===== config.mk =====
export PLATFORM = sky130hd
export DESIGN_NAME = general_purpose_port_io
export DESIGN_NICKNAME = d
export VERILOG_FILES = /design/src/include/gpio_port_pkg.sv /design/src/hw/pin_sync.sv /design/src/hw/general_purpose_port_io.sv
export SDC_FILE = /design/constraint.sdc
export NUM_CORES = 1
export LEC_CHECK = 0
export BUFFER_PORTS_ARGS = -buffer_cell sky130_fd_sc_hd__buf_2
export CAP_MARGIN = 10
export CORE_MARGIN = 3
export CORE_UTILIZATION = 40
export DETAILED_ROUTE_END_ITERATION = 8
export SLEW_MARGIN = 20
export SYNTH_ARGS = -nofsm -noshare
export SYNTH_HDL_FRONTEND = slang
export SYNTH_SLANG_ARGS = --single-unit

===== constraint.sdc =====
create_clock -name clk -period 4.9 [get_ports clk]
set_input_delay 0.735 -clock clk [delete_from_list [all_inputs] [get_ports clk]]
set_output_delay 0.735 -clock clk [all_outputs]
set_load 0.01 [all_outputs]

===== src/include/gpio_port_pkg.sv =====
// Package: register map, reset values and carrier structs for the port block
package gpio_port_pkg;
	localparam int port_width = 8;
	localparam logic [7:0] addr_port0_latch = 8'h80;
	localparam logic [7:0] addr_port1_latch = 8'h90;
	localparam logic [7:0] addr_port2_latch = 8'ha0;
	localparam logic [7:0] addr_port0_output_drive = 8'ha4;
	localparam logic [7:0] addr_port1_output_drive = 8'ha5;
	localparam logic [7:0] addr_port0_crossbar_skip = 8'hd4;
	localparam logic [7:0] addr_port1_crossbar_skip = 8'hd5;
	localparam logic [7:0] addr_port0_input_mode = 8'hf1;
	localparam logic [7:0] addr_port1_input_mode = 8'hf2;
	localparam logic [7:0] reset_port_latch = 8'hff;
	localparam logic [7:0] reset_port2_latch = 8'h01;
	localparam logic [7:0] reset_output_drive = 8'h00;
	localparam logic [7:0] reset_crossbar_skip = 8'h00;
	localparam logic [7:0] reset_input_mode = 8'hff;
	localparam logic [7:0] unused_read_value = 8'h00;
	localparam int port2_bit = 0;
	localparam int sync_stages = 2;

	// Register access request from the core
	typedef struct packed {
		logic [7:0] addr;
		logic write;
		logic read;
		logic rmw;
		logic bit_op;
		logic [2:0] bit_index;
		logic [7:0] wdata;
	} sfr_request_type;

	// Crossbar routing for one 8-pin port
	typedef struct packed {
		logic [7:0] claimed;
		logic [7:0] periph_out;
		logic [7:0] periph_oe;
		logic [7:0] smbus_pin;
	} route_type;
endpackage


===== src/hw/pin_sync.sv =====
// Two-stage synchroniser for a bus of pin levels
`timescale 1ns/1ns
`default_nettype none
module pin_sync
	import gpio_port_pkg::*;
#(
	parameter int width = 8
) (
	input wire logic clk,
	input wire logic rst_n,
	input wire logic [width-1:0] async_in,
	output logic [width-1:0] sync_out
);
	logic [width-1:0] stage1;

	always_ff @(posedge clk or negedge rst_n) begin
		if (!rst_n) begin
			stage1 <= '0;
			sync_out <= '0;
		end else begin
			stage1 <= async_in;
			sync_out <= stage1;
		end
	end
endmodule
`default_nettype wire


===== src/hw/general_purpose_port_io.sv =====
// Port latches and pin drivers for ports 0, 1 and 2, mode registers for ports 0 and 1
// Summary of operation
// Pins not claimed by crossbar or analog serve as latch-driven GPIO.
// Port latches accept whole-byte and single-bit access.
// Written latch value is held and drives pins until rewritten.
// Normal port read returns live pin level, even if crossbar-assigned.
// Read-modify-write operations read the latch, not the pins.
// Latch 0 drives low; 1 drives high, or floats if open-drain.
// Ports 0 and 1 read 0 on analog pins, pin level otherwise.
// Input-mode 0 makes pin analog: no pull-up, driver or receiver.
// Output-mode 0 open-drain, 1 push-pull; ignored for analog pins.
// SMBus data and clock pins are always open-drain.
// Skip bit 1 makes crossbar pass over the pin; 0 keeps it.
// Software sets skip bits on analog and special-function pins.
// Port 2 latch bits 7..1 read zero; only bit 0 writable.
// Port 2 pin read returns its level with no analog gating.
// Latch data appears only on pins no peripheral has claimed.
// All drivers off while crossbar enable is clear.
// Weak pull-up on open-drain pins not driving low, if enabled.
// Pin levels pass a two-stage synchroniser before being read.
`timescale 1ns/1ns
`default_nettype none
module general_purpose_port_io
	import gpio_port_pkg::*;
#(
	parameter int width = port_width
) (
	input wire logic clk,
	input wire logic rst_n,
	input wire sfr_request_type sfr_req,
	output logic [7:0] sfr_rdata,
	output logic sfr_hit,
	input wire logic crossbar_enable_bit,
	input wire logic weak_pullup_disable,
	input wire route_type route0,
	input wire route_type route1,
	input wire logic port2_claimed,
	input wire logic port2_periph_out,
	input wire logic port2_periph_oe,
	input wire logic port2_smbus_pin,
	input wire logic port2_output_drive,
	input wire logic [width-1:0] port0_in,
	input wire logic [width-1:0] port1_in,
	input wire logic port2_in,
	output logic [width-1:0] port0_out,
	output logic [width-1:0] port0_oe,
	output logic [width-1:0] port0_pullup,
	output logic [width-1:0] port0_analog,
	output logic [width-1:0] port1_out,
	output logic [width-1:0] port1_oe,
	output logic [width-1:0] port1_pullup,
	output logic [width-1:0] port1_analog,
	output logic port2_out,
	output logic port2_oe,
	output logic port2_pullup,
	output logic [width-1:0] port0_crossbar_skip,
	output logic [width-1:0] port1_crossbar_skip
);
	logic [7:0] port0_latch;
	logic [7:0] port1_latch;
	logic [7:0] port2_latch;
	logic [7:0] port0_output_drive;
	logic [7:0] port1_output_drive;
	logic [7:0] port0_input_mode;
	logic [7:0] port1_input_mode;
	logic [7:0] skip0_reg;
	logic [7:0] skip1_reg;
	logic [width-1:0] sync0;
	logic [width-1:0] sync1;
	logic sync2;
	logic [7:0] pin_view;
	logic [7:0] latch_view;
	logic [7:0] next_value;
	logic [7:0] read_value;
	logic hit;

	pin_sync #(.width(width)) sync_p0 (
		.clk(clk), .rst_n(rst_n), .async_in(port0_in), .sync_out(sync0)
	);
	pin_sync #(.width(width)) sync_p1 (
		.clk(clk), .rst_n(rst_n), .async_in(port1_in), .sync_out(sync1)
	);
	pin_sync #(.width(1)) sync_p2 (
		.clk(clk), .rst_n(rst_n), .async_in(port2_in), .sync_out(sync2)
	);

	// Pin levels and latch contents seen at the addressed register
	always_comb begin
		hit = 1'b1;
		pin_view = 8'h00;
		latch_view = 8'h00;
		if (sfr_req.addr == addr_port0_latch) begin
			pin_view = sync0 & port0_input_mode;
			latch_view = port0_latch;
		end else if (sfr_req.addr == addr_port1_latch) begin
			pin_view = sync1 & port1_input_mode;
			latch_view = port1_latch;
		end else if (sfr_req.addr == addr_port2_latch) begin
			pin_view = {7'b000_0000, sync2};
			latch_view = port2_latch;
		end else if (sfr_req.addr == addr_port0_output_drive) begin
			pin_view = port0_output_drive;
			latch_view = port0_output_drive;
		end else if (sfr_req.addr == addr_port1_output_drive) begin
			pin_view = port1_output_drive;
			latch_view = port1_output_drive;
		end else if (sfr_req.addr == addr_port0_crossbar_skip) begin
			pin_view = skip0_reg;
			latch_view = skip0_reg;
		end else if (sfr_req.addr == addr_port1_crossbar_skip) begin
			pin_view = skip1_reg;
			latch_view = skip1_reg;
		end else if (sfr_req.addr == addr_port0_input_mode) begin
			pin_view = port0_input_mode;
			latch_view = port0_input_mode;
		end else if (sfr_req.addr == addr_port1_input_mode) begin
			pin_view = port1_input_mode;
			latch_view = port1_input_mode;
		end else begin
			hit = 1'b0;
			pin_view = unused_read_value;
			latch_view = unused_read_value;
		end
	end

	// Read source and merged write value
	always_comb begin
		read_value = sfr_req.rmw ? latch_view : pin_view;
		next_value = sfr_req.wdata;
		if (sfr_req.bit_op) begin
			// Bit writes merge into the latch, never the pins
			next_value = latch_view;
			next_value[sfr_req.bit_index] = sfr_req.wdata[0];
		end
	end

	// Hit flag for mapped reads
	always_ff @(posedge clk or negedge rst_n) begin
		if (!rst_n) begin
			sfr_hit <= 1'b0;
		end else begin
			sfr_hit <= sfr_req.read & hit;
		end
	end

	// Read data holds until the next read
	always_ff @(posedge clk or negedge rst_n) begin
		if (!rst_n) begin
			sfr_rdata <= 8'h00;
		end else if (sfr_req.read) begin
			sfr_rdata <= hit ? read_value : unused_read_value;
		end
	end

	// Port latches
	always_ff @(posedge clk or negedge rst_n) begin
		if (!rst_n) begin
			port0_latch <= reset_port_latch;
			port1_latch <= reset_port_latch;
			port2_latch <= reset_port2_latch;
		end else if (sfr_req.write) begin
			if (sfr_req.addr == addr_port0_latch) begin
				port0_latch <= next_value;
			end else if (sfr_req.addr == addr_port1_latch) begin
				port1_latch <= next_value;
			end else if (sfr_req.addr == addr_port2_latch) begin
				port2_latch <= {7'b000_0000, next_value[port2_bit]};
			end
		end
	end

	// Mode and skip registers
	always_ff @(posedge clk or negedge rst_n) begin
		if (!rst_n) begin
			port0_output_drive <= reset_output_drive;
			port1_output_drive <= reset_output_drive;
			skip0_reg <= reset_crossbar_skip;
			skip1_reg <= reset_crossbar_skip;
			port0_input_mode <= reset_input_mode;
			port1_input_mode <= reset_input_mode;
		end else if (sfr_req.write) begin
			if (sfr_req.addr == addr_port0_output_drive) begin
				port0_output_drive <= next_value;
			end else if (sfr_req.addr == addr_port1_output_drive) begin
				port1_output_drive <= next_value;
			end else if (sfr_req.addr == addr_port0_crossbar_skip) begin
				skip0_reg <= next_value;
			end else if (sfr_req.addr == addr_port1_crossbar_skip) begin
				skip1_reg <= next_value;
			end else if (sfr_req.addr == addr_port0_input_mode) begin
				port0_input_mode <= next_value;
			end else if (sfr_req.addr == addr_port1_input_mode) begin
				port1_input_mode <= next_value;
			end
		end
	end

	// Per-pin driver logic for ports 0 and 1
	genvar i;
	generate
		for (i = 0; i < width; i++) begin : g_pin
			logic d0, d1, oe0, oe1, pp0, pp1, low0, low1;
			// Latch drives only unclaimed pins
			assign d0 = route0.claimed[i] ? route0.periph_out[i]
				: port0_latch[i];
			assign d1 = route1.claimed[i] ? route1.periph_out[i]
				: port1_latch[i];
			assign oe0 = route0.claimed[i] ? route0.periph_oe[i] : 1'b1;
			assign oe1 = route1.claimed[i] ? route1.periph_oe[i] : 1'b1;
			// Push-pull only when digital and not SMBus
			assign pp0 = port0_output_drive[i] & port0_input_mode[i]
				& ~route0.smbus_pin[i];
			assign pp1 = port1_output_drive[i] & port1_input_mode[i]
				& ~route1.smbus_pin[i];
			// Pin pulled low by its own driver
			assign low0 = crossbar_enable_bit & oe0 & ~d0;
			assign low1 = crossbar_enable_bit & oe1 & ~d1;

			// Output level
			always_ff @(posedge clk or negedge rst_n) begin
				if (!rst_n) begin
					port0_out[i] <= 1'b0;
					port1_out[i] <= 1'b0;
				end else begin
					port0_out[i] <= d0;
					port1_out[i] <= d1;
				end
			end

			// Output enable
			always_ff @(posedge clk or negedge rst_n) begin
				if (!rst_n) begin
					port0_oe[i] <= 1'b0;
					port1_oe[i] <= 1'b0;
				end else begin
					port0_oe[i] <= crossbar_enable_bit & port0_input_mode[i]
						& oe0 & (pp0 | ~d0);
					port1_oe[i] <= crossbar_enable_bit & port1_input_mode[i]
						& oe1 & (pp1 | ~d1);
				end
			end

			// Weak pull-up, off while the pin drives low
			always_ff @(posedge clk or negedge rst_n) begin
				if (!rst_n) begin
					port0_pullup[i] <= 1'b0;
					port1_pullup[i] <= 1'b0;
				end else begin
					port0_pullup[i] <= ~weak_pullup_disable & ~pp0
						& port0_input_mode[i] & ~low0;
					port1_pullup[i] <= ~weak_pullup_disable & ~pp1
						& port1_input_mode[i] & ~low1;
				end
			end

			// Analog flag
			always_ff @(posedge clk or negedge rst_n) begin
				if (!rst_n) begin
					port0_analog[i] <= 1'b0;
					port1_analog[i] <= 1'b0;
				end else begin
					port0_analog[i] <= ~port0_input_mode[i];
					port1_analog[i] <= ~port1_input_mode[i];
				end
			end
		end
	endgenerate

	// Port 2 single pin and skip outputs
	logic d2, oe2, pp2;
	assign d2 = port2_claimed ? port2_periph_out : port2_latch[port2_bit];
	assign oe2 = port2_claimed ? port2_periph_oe : 1'b1;
	assign pp2 = port2_output_drive & ~port2_smbus_pin;

	always_ff @(posedge clk or negedge rst_n) begin
		if (!rst_n) begin
			port2_out <= 1'b0;
			port2_oe <= 1'b0;
			port2_pullup <= 1'b0;
		end else begin
			port2_out <= d2;
			port2_oe <= crossbar_enable_bit & oe2 & (pp2 | ~d2);
			port2_pullup <= ~weak_pullup_disable & ~pp2
				& ~(crossbar_enable_bit & oe2 & ~d2);
		end
	end

	// Skip bits handed to the crossbar decoder
	always_ff @(posedge clk or negedge rst_n) begin
		if (!rst_n) begin
			port0_crossbar_skip <= reset_crossbar_skip;
			port1_crossbar_skip <= reset_crossbar_skip;
		end else begin
			port0_crossbar_skip <= skip0_reg;
			port1_crossbar_skip <= skip1_reg;
		end
	end
endmodule
`default_nettype wire


==> impl_metrics.tcl, run 1 <==
set metrics [dict create \
    syn_area_sq_um 8010 \
    fmax_mhz 345 \
    cts_hold_buf 0 \
    cts_buffer_depth 2 \
    start_util 0.409 \
    synth_flop_cell "dfrtp_1" \
    root_buffer "clkbuf_16" \
    ctsResizeCount 0 \
    ys_ff_latch 191 \
    yosysSeqAreaShare 0.602 \
    ir_worst_vdd_v 0.000237 \
    synth-edff-count 0 \
    clk_pin_slew_worst_paths_ns 0.07 \
    drv_slew 0 \
    synthDistinctLibCells 66 \
    crit_buf_inv 1 \
    drcViolationCount 0 \
    critPathSlowestCell "nor2b_1" \
    clkSinkCount 191 \
    hold_ws_ns 0.345 \
    setup_viol 0 \
    required_ns 5.28 \
    period_needed_ns 2.90 \
    synth_top_cell_area_share 0.494 \
    cp_max_fo 24 \
    synthCells 667 \
    hold_viol_final 0 \
    path_class "input port to flop" \
    numCtsBuffers 17 \
    n_antenna_cell 0 \
    power_mw 3.38 \
    fin_tns_setup_ns 0 \
    grt_usage 0.217 \
    p_leak_nw 4.73 \
    synthArstFlopShare 1.00 \
    htreeDepth 4 \
    syn_nets 780 \
    drive_gt1_frac 0.395 \
    vias 6049 \
    viasPerCell 5.28 \
    endpoint_kind "flop" \
    cpPeakStageDelay_ns 0.72 \
    syn2layout_area_growth_pct 23.4 \
    dp_slack_ns 1.61 \
    ys_warn_count 0 \
    dieArea_sq_um 21800 \
    grt_max_degree 109 \
    avgSynthCellArea_sq_um 12.0 \
    rsz0062_at_grt "no" \
    io_pins 205 \
    period_share 0.592 \
    first_pass_iters 6 \
    grt_pass1_wl_microns 35800 \
    tightestPinTransition_ns 1.00 \
    synth_area_leaders "dfrtp_1 49%, dfstp_2 11%, mux2_2 7.6%" \
    cp_top_family "compound AO/OA/AOI/OAI gates" \
    totalWireLength_microns 23100 \
    relSlewSlack 0.327 \
    insertion_delay_ns 0.43 \
    critPathLaunchType "input port" \
    finalWorstSetupSlack_ns 2.00 \
    antenna_found_initial 0 \
    die-width_microns 147 \
    tritoncts "built" \
    yosysTopAreaCell "dfrtp_1" \
    drt_iter0_markers 391 \
    n_fill_cell 1777 \
    power_per_cell_area_nw_per_um2 342 \
    globalplace.congestion 0.874 \
    clock_skew_ns 0.00956 \
    nets 981 \
    rows 51 \
    cp_data_arrival_time_ns 3.28 \
    dp_hpwl_microns 16300 \
    core-area_sq_um 19600 \
    ant_nets 0 \
    run_status "completed" \
    grt_pass1_vias 6153 \
    grt_overflow 0 \
    maxCapViolCount 0 \
    worst_hold_path_type "flop to flop" \
    path_cells "buf_2, nor2b_1, a22oi_1, o22ai_1, nor3_1, o311ai_4, mux2_2" \
    portBuffers 204 \
    wire_per_inst_microns 20.1 \
    die_y_microns 147 \
    cts_setup_buffers 0 \
]
==> area by class of cell <==
cell class	instances	area, sq um	share of cell area
Timing Repair Buffer	209	1080	0.109
Sequential cell	191	4820	0.488
Tap cell	265	332	0.0336
Multi-Input combinational cell	406	2910	0.294
Clock buffer	17	425	0.0431
Clock inverter	15	150	0.0152
Inverter	43	161	0.0163
==> cells by family (layout without fill, tap and decap cells) <==
kind of cell	Yosys count	in the layout	synth area share
mux	64	64	0.0884
simple gates	165	165	0.113
buf+inv	70	284	0.0362
flops	191	191	0.602
compound gates	177	177	0.160
==> cell usage after synthesis (2+ instances only) <==
library cell  instances
o311ai_1              3
a31oi_1               6
buf_4                 2
a21o_1                3
and3_1                8
o22ai_1              16
mux2i_1              10
a211oi_1             17
o311ai_4              2
nor3_1               17
o221ai_1              5
dfrtp_1             158
a21oi_1              35
mux2_2               54
o2111a_1             16
a22oi_1               8
buf_2                 4
o31a_1                3
dfstp_2              33
a22o_1                7
and4_1                2
inv_1                42
o32ai_1               2
buf_6                 2
nand2_1              20
nor2b_1               5
and2_1                4
o21ai_1               2
or3_1                 2
nand3_1               7
o31ai_1               4
buf_1                 2
nor4_1                7
clkbuf_1             17
nor2_1               50
or4_2                 3
o21ai_0              36
nand2b_1             25
==> power breakdown <==
part,switching (mW),internal (mW),total (mW)
logic,0.186,0.127,0.313
registers,0.0521,1.67,1.72
clock network,0.632,0.717,1.35
==> per-layer routing <==
metal	share of wire	global-route usage	wire, microns
met5	0	0	0
met4	0.019	0.0643	447
met3	0.058	0.0466	1350
met2	0.48	0.350	11100
met1	0.44	0.298	10200
==> cells in the final DEF (no fill, tap or decap), types with 17 or more instances in the layout <==
cell / Yosys / layout
nand2_1: 20 / 20
dfstp_2: 33 / 33
buf_2: 4 / 203
inv_1: 42 / 42
nor3_1: 17 / 17
o21ai_0: 36 / 36
mux2_2: 54 / 54
a21oi_1: 35 / 35
dfrtp_1: 158 / 158
nor2_1: 50 / 50
a211oi_1: 17 / 17
nand2b_1: 25 / 25
clkbuf_16: 0 / 17
==> stage by stage <==
step / area [sq um] / util / instances
floorplan: 8010 / - / 667
global placement: 9300 / 0.475 / 1114
detailed placement: 9300 / 0.475 / 1114
CTS: 9880 / 0.504 / 1146
global route: 9880 / 0.504 / 1146
finish: 9880 / 0.504 / 1146
==> worst paths after layout <==
| path | slack [ns] | from | depth (start not counted) | endpoint |
|---|---|---|---|---|
| setup / recovery | 2.00 | sfr_req[15] | 7 | port0_latch[5] |
| hold / removal | 0.35 | sync_p1.stage1[3] | 0 | sync_p1.sync_out[3] |
| setup reg to reg | 2.71 | port0_output_drive[5] | 5 | port0_output_drive[5] |
| hold reg to reg | 0.35 | sync_p1.stage1[3] | 0 | sync_p1.sync_out[3] |
| max in group asynchronous | 3.55 | rst_n | 2 | port1_latch[2] |
| min in group asynchronous | 0.41 | rst_n | 1 | port0_out[6] |
No activity file was read; power rests on OpenSTA's default activity.
==> run 2, diff against run 1 <==
ABC_AREA = 1   (was not set)
PLACE_DENSITY = 0.65   (was not set)
clock period = 2.5 ns   (was 4.9 ns; I/O delays follow)
==> run 2 against run 1 <==
  * Non-clock buffer count up 5
  * Critical path type unchanged
  * Register-to-register slack worse by 1.8 ns
  * Largest cell class unchanged
  * Clock-buffer cell count up 2
  * Sequential share of layout area down 1.2 points
  * Clock power up 100%
  * Largest power group unchanged
==> impl_metrics.tcl, run 2 <==
set metrics [dict create \
    cts_buffer_depth 2 \
    r2r_cells 10 \
    crit_end "port1_latch[1]" \
    cpPeakStageDelay_ns 0.40 \
    vias 6973 \
    finalWorstSetupSlack_ns 0.642 \
    cp_max_fo 9 \
    fmax_mhz 538 \
    mostFrequentLayoutCells "336 x nand2_1, 203 x buf_2, 158 x dfrtp_1" \
    clk_pin_slew_worst_paths_ns 0.07 \
    ant_nets 0 \
    critPathSlowestCell "nor2_2" \
    drv_slew 0 \
    wire_per_inst_microns 17.0 \
    path_class "input port to flop" \
    io_pins 205 \
    required_ns 2.86 \
    mostFrequentLayoutCell "nand2_1" \
    rr_startpoint "port1_input_mode[1]" \
    drcViolationCount 0 \
    r2r_end "port1_latch[1]" \
    rsz0062_at_grt "no" \
    routed-wl-met3_microns 2230 \
    synth-edff-count 0 \
    clkSinkCount 191 \
    synth_top_cell_area_share 0.487 \
    synthArstFlopShare 1.00 \
    endpoint_kind "flop" \
    grt_usage 0.222 \
    synthTopCellsByCount "336 x nand2_1, 158 x dfrtp_1, 76 x inv_1" \
    wl_met2_microns 11100 \
    yosysSeqAreaShare 0.594 \
    viasPerCell 4.92 \
    tritoncts "built" \
    tightestPinTransition_ns 0.486 \
    setup_viol 0 \
    wl_met1_microns 10200 \
    htreeDepth 4 \
    portBuffers 204 \
    ctsResizeCount 0 \
    insertion_delay_ns 0.43 \
    multi_input_area_sq_um 2900 \
    antenna_found_initial 0 \
    n_fill_cell 1814 \
    startpoint "sfr_req[18]" \
    synthDistinctLibCells 34 \
    totalWireLength_microns 24100 \
    dp_hpwl_microns 18000 \
    yosysTopAreaCell "dfrtp_1" \
    drt_iter0_markers 604 \
    period_share 0.743 \
    grt_pass1_vias 6671 \
    die_y_microns 148 \
    grt_max_degree 68 \
    period_needed_ns 1.86 \
    cts_setup_buffers 0 \
    cp_data_arrival_time_ns 2.22 \
    numCtsBuffers 17 \
    rows 51 \
    root_buffer "clkbuf_16" \
    dieArea_sq_um 22000 \
    ys_warn_count 0 \
    syn_nets 1027 \
    regArea_sq_um 4820 \
    clock_skew_ns 0.00974 \
    run_status "completed" \
    grt_overflow 0 \
    dp_slack_ns 0.269 \
    core-area_sq_um 19700 \
    power_per_cell_area_nw_per_um2 648 \
    avgSynthCellArea_sq_um 8.89 \
    regToRegSetupSlack_ns 0.89 \
    synth_flop_cell "dfrtp_1" \
    maxCapViolCount 0 \
    path_cells "buf_2, nor2_2, inv_2, nor2_4, inv_2, nor3_4, inv_2, nor2_2, inv_2, nand2_1, nand2_1" \
    grt_pass1_wl_microns 37400 \
    hold_ws_ns 0.0404 \
    ir_worst_vdd_v 0.000505 \
    synth_area_leaders "dfrtp_1 49%, nand2_1 16%, dfstp_2 11%" \
    n_antenna_cell 0 \
    synthCells 914 \
    relSlewSlack 0.676 \
    top_layer_used "met4" \
    hold_viol_final 0 \
    globalplace.congestion 0.947 \
    crit_top_cell "inv_2" \
    syn2layout_area_growth_pct 24.8 \
    syn_area_sq_um 8120 \
    worst_hold_path_type "input port to flop" \
    synth_most_common_cell "nand2_1" \
    critPathLaunchType "input port" \
    p_leak_nw 5.35 \
    first_pass_iters 5 \
    nets 1251 \
    drive_gt1_frac 0.305 \
    fin_tns_setup_ns 0 \
    die-width_microns 148 \
    start_util 0.412 \
    ys_ff_latch 191 \
]
run 2: cell count changes after synthesis, moves of 17 or more:
cell	previous run	this run
a211oi_1	17	0
nand3_1	7	55
nand2_1	20	336
mux2_2	54	3
nand2_2	0	19
inv_1	42	76
nor2_1	50	67
nand2b_1	25	0
o21ai_0	36	18
run 2: report_power, final:
part           leakage, nW  internal [mW]  switching, mW  total [mW]
Combinational         2.71          0.194          0.353       0.547
Clock                0.287           1.47           1.26        2.73
Sequential            2.35           3.22         0.0717        3.29
run 2: layout make-up:
class                   count  share of cell area
flip-flops and latches    191               0.476
multi-input cells         621               0.286
repair buffers            214               0.112
clock buffers              19              0.0447
inverters                  93              0.0345
well taps                 265              0.0327
clock inverters            13              0.0141
run 2: logic make-up (layout without fill, tap and decap cells):
family / count (synthesis) / in the layout / share of synthesized area
muxes: 3 / 3 / 0.00416
and+or+nand+nor: 565 / 565 / 0.319
buffers and inverters: 102 / 339 / 0.0490
DFF: 191 / 191 / 0.594
AOI/OAI and AO/OA: 53 / 53 / 0.0340
run 2: stage by stage:
stage / power, mW / instance area, sq um / utilization / instances
final: 6.56 / 10100 / 0.514 / 1416
after CTS: 6.62 / 10100 / 0.514 / 1416
after detailed placement: 3.89 / 9530 / 0.483 / 1383
after global routing: 6.83 / 10100 / 0.514 / 1416
after global placement: 3.89 / 9530 / 0.483 / 1383
after floorplan: 3.57 / 8120 / - / 914
run 2: worst max-delay path: cells and delay by family:
| family | cells | cell delay (ns) |
|---|---|---|
| buf+inv | 5 | 0.62 |
| simple gates | 6 | 1.22 |
run 2: metal layers:
| layer | vias up | global-route usage |
|---|---|---|
| met5 | - | 0 |
| met4 | 0 | 0.0656 |
| met3 | 33 | 0.0484 |
| met2 | 346 | 0.346 |
| met1 | 3243 | 0.313 |
| li1 | 3351 | - |
run 2: how the worst min path moves through the flow:
stage | from | to | cells past startpoint
after global routing | port0_in[4] | sync_p0.stage1[4] | 1
after detailed placement | sync_p1.stage1[4] | sync_p1.sync_out[4] | 0
after CTS | port0_in[4] | sync_p0.stage1[4] | 1
after global placement | sync_p1.stage1[4] | sync_p1.sync_out[4] | 0
final | port0_in[4] | sync_p0.stage1[4] | 1
after floorplan | rst_n | port0_analog[0] | 0
run 2: timing repair:
item	4_1_cts	5_1_grt
endpoints found under the setup margin	0	0
endpoints found under the hold margin	39	0
hold buffers	1	0
==> run 3, diff against run 2 <==
PLACE_DENSITY = not set   (was 0.65)
clock period = 1.87 ns   (was 2.5 ns; I/O delays follow)
==> run 3 against run 2 <==
  * Design area rose by 4.3%
  * Highest routed layer unchanged
  * Wire length rose by 5.7%
  * Largest cell class unchanged
  * Non-clock buffer count is 46 higher
  * Combinational power increased by 43%
  * Setup slack got worse by 0.43 ns
  * Register-to-register slack got worse by 0.56 ns
  * Critical path depth up 3
  * Utilization up 2.2 points
  * Critical path type unchanged
  * Critical endpoint is now skip1_reg[7]
  * Die area unchanged
==> impl_metrics.tcl, run 3 (same netlist as run 2, synthesis figures left out) <==
set metrics [dict create \
    cpPeakStageDelay_ns 0.46 \
    cp_data_arrival_time_ns 1.98 \
    clkSinkCount 191 \
    tightestPinTransition_ns 0.707 \
    grt_overflow 0 \
    multi_input_area_sq_um 2900 \
    cts_setup_buffers 0 \
    root_buffer "clkbuf_16" \
    regArea_sq_um 4820 \
    drv_slew 0 \
    grt_usage 0.230 \
    grt_pass1_wl_microns 38300 \
    fmax_mhz 604 \
    top_layer_used "met4" \
    crit_buf_inv 2 \
    p_leak_nw 5.59 \
    syn2layout_area_growth_pct 30.1 \
    mostFrequentLayoutCell "nand2_1" \
    cts_buffer_depth 2 \
    die-width_microns 148 \
    first_pass_iters 7 \
    placed_area_sq_um 9780 \
    cp_top_family "simple AND/OR/NAND/NOR gates" \
    finalWorstSetupSlack_ns 0.214 \
    worst_hold_path_type "input port to flop" \
    relSlewSlack 0.526 \
    n_antenna_cell 0 \
    routed-wl-met3_microns 2000 \
    drt_iter0_markers 652 \
    ir_worst_vdd_v 0.000626 \
    rows 51 \
    hold_viol_final 0 \
    vias 7137 \
    viasPerCell 4.88 \
    cts_hold_buf 18 \
    path_class "input port to flop" \
    path_cells "buf_2, inv_1, nand2_2, nor2_4, o21ai_2, nand3_1, nand2_1, nand2_1, nand2_2, nand4_2, nand2_2, nand2_4, nand2_1, nand2_1" \
    rsz0062_at_grt "no" \
    dp_hpwl_microns 19000 \
    clock_skew_ns 0.00965 \
    crit_top_cell "nand2_1" \
    endpoint_kind "flop" \
    period_share 0.885 \
    setup_viol 0 \
    period_needed_ns 1.66 \
    nets 1297 \
    wire_per_inst_microns 17.4 \
    power_mw 8.88 \
    insertion_delay_ns 0.44 \
    globalplace.congestion 0.926 \
    cp_max_fo 9 \
    antenna_found_initial 0 \
    core-area_sq_um 19700 \
    power_per_cell_area_nw_per_um2 841 \
    n_fill_cell 1820 \
    hold_ws_ns 0.0941 \
    ant_nets 0 \
    start_util 0.412 \
    die_y_microns 148 \
    dieArea_sq_um 22000 \
    htreeDepth 4 \
    critPathSlowestCell "o21ai_2" \
    maxCapViolCount 0 \
    dp_slack_ns -0.146 \
    numCtsBuffers 17 \
    run_status "completed" \
    stdcell_area_sq_um 10600 \
    io_pins 205 \
    drcViolationCount 0 \
    required_ns 2.19 \
    wl_met2_microns 11700 \
    tritoncts "built" \
    drive_gt1_frac 0.317 \
    clk_pin_slew_worst_paths_ns 0.07 \
    grt_pass1_vias 6903 \
    critPathLaunchType "input port" \
    ctsResizeCount 0 \
    totalWireLength_microns 25500 \
    mostFrequentLayoutCells "336 x nand2_1, 203 x buf_2, 158 x dfrtp_1" \
    wl_met1_microns 11200 \
    portBuffers 204 \
    grt_max_degree 50 \
]
run 3: path summary, 6_finish.rpt:
kind	slack, ns	cells past startpoint	endpoint	from
max in group asynchronous	0.82	3	port1_input_mode[0]	rst_n
worst min register to register	0.35	0	sync_p1.sync_out[6]	sync_p1.stage1[6]
worst min-delay path	0.09	3	port1_out[1]	route1[17]
min in group asynchronous	0.37	2	port0_out[4]	rst_n
worst max-delay path	0.21	14	skip1_reg[7]	sfr_req[18]
worst max register to register	0.33	11	port1_output_drive[3]	skip1_reg[3]
run 3: metrics by stage:
step | util | setup TNS (ns) | instances
3_5_place_dp | 0.496 | -3.68 | 1412
6_report | 0.536 | 0 | 1462
3_3_place_gp | 0.496 | -2.49 | 1412
4_1_cts | 0.536 | 0 | 1462
5_1_grt | 0.536 | 0 | 1462
2_1_floorplan | - | 0 | 914
run 3: worst reg2reg max path, delay by kind of cell, from the launching register on:
kind / cells / cell delay (ns)
and+or+nand+nor: 11 / 1.04
DFF: 1 / 0.44
run 3: cell type report:
cell class,count,area share
Tap cell,265,0.0314
Multi-Input combinational cell,621,0.275
Clock buffer,20,0.0442
Inverter,93,0.0330
Clock inverter,12,0.0131
Timing Repair Buffer,260,0.147
Sequential cell,191,0.456
run 3: report_power, final:
part / switching (mW) / internal, mW / total [mW]
clock: 1.71 / 2.01 / 3.72
combinational: 0.482 / 0.302 / 0.784
sequential: 0.0860 / 4.30 / 4.39
run 3: layer usage:
metal | vias up | global-route usage
li1 | 3437 | -
met1 | 3321 | 0.313
met2 | 333 | 0.365
met3 | 46 | 0.0585
met4 | 0 | 0.0656
met5 | - | 0
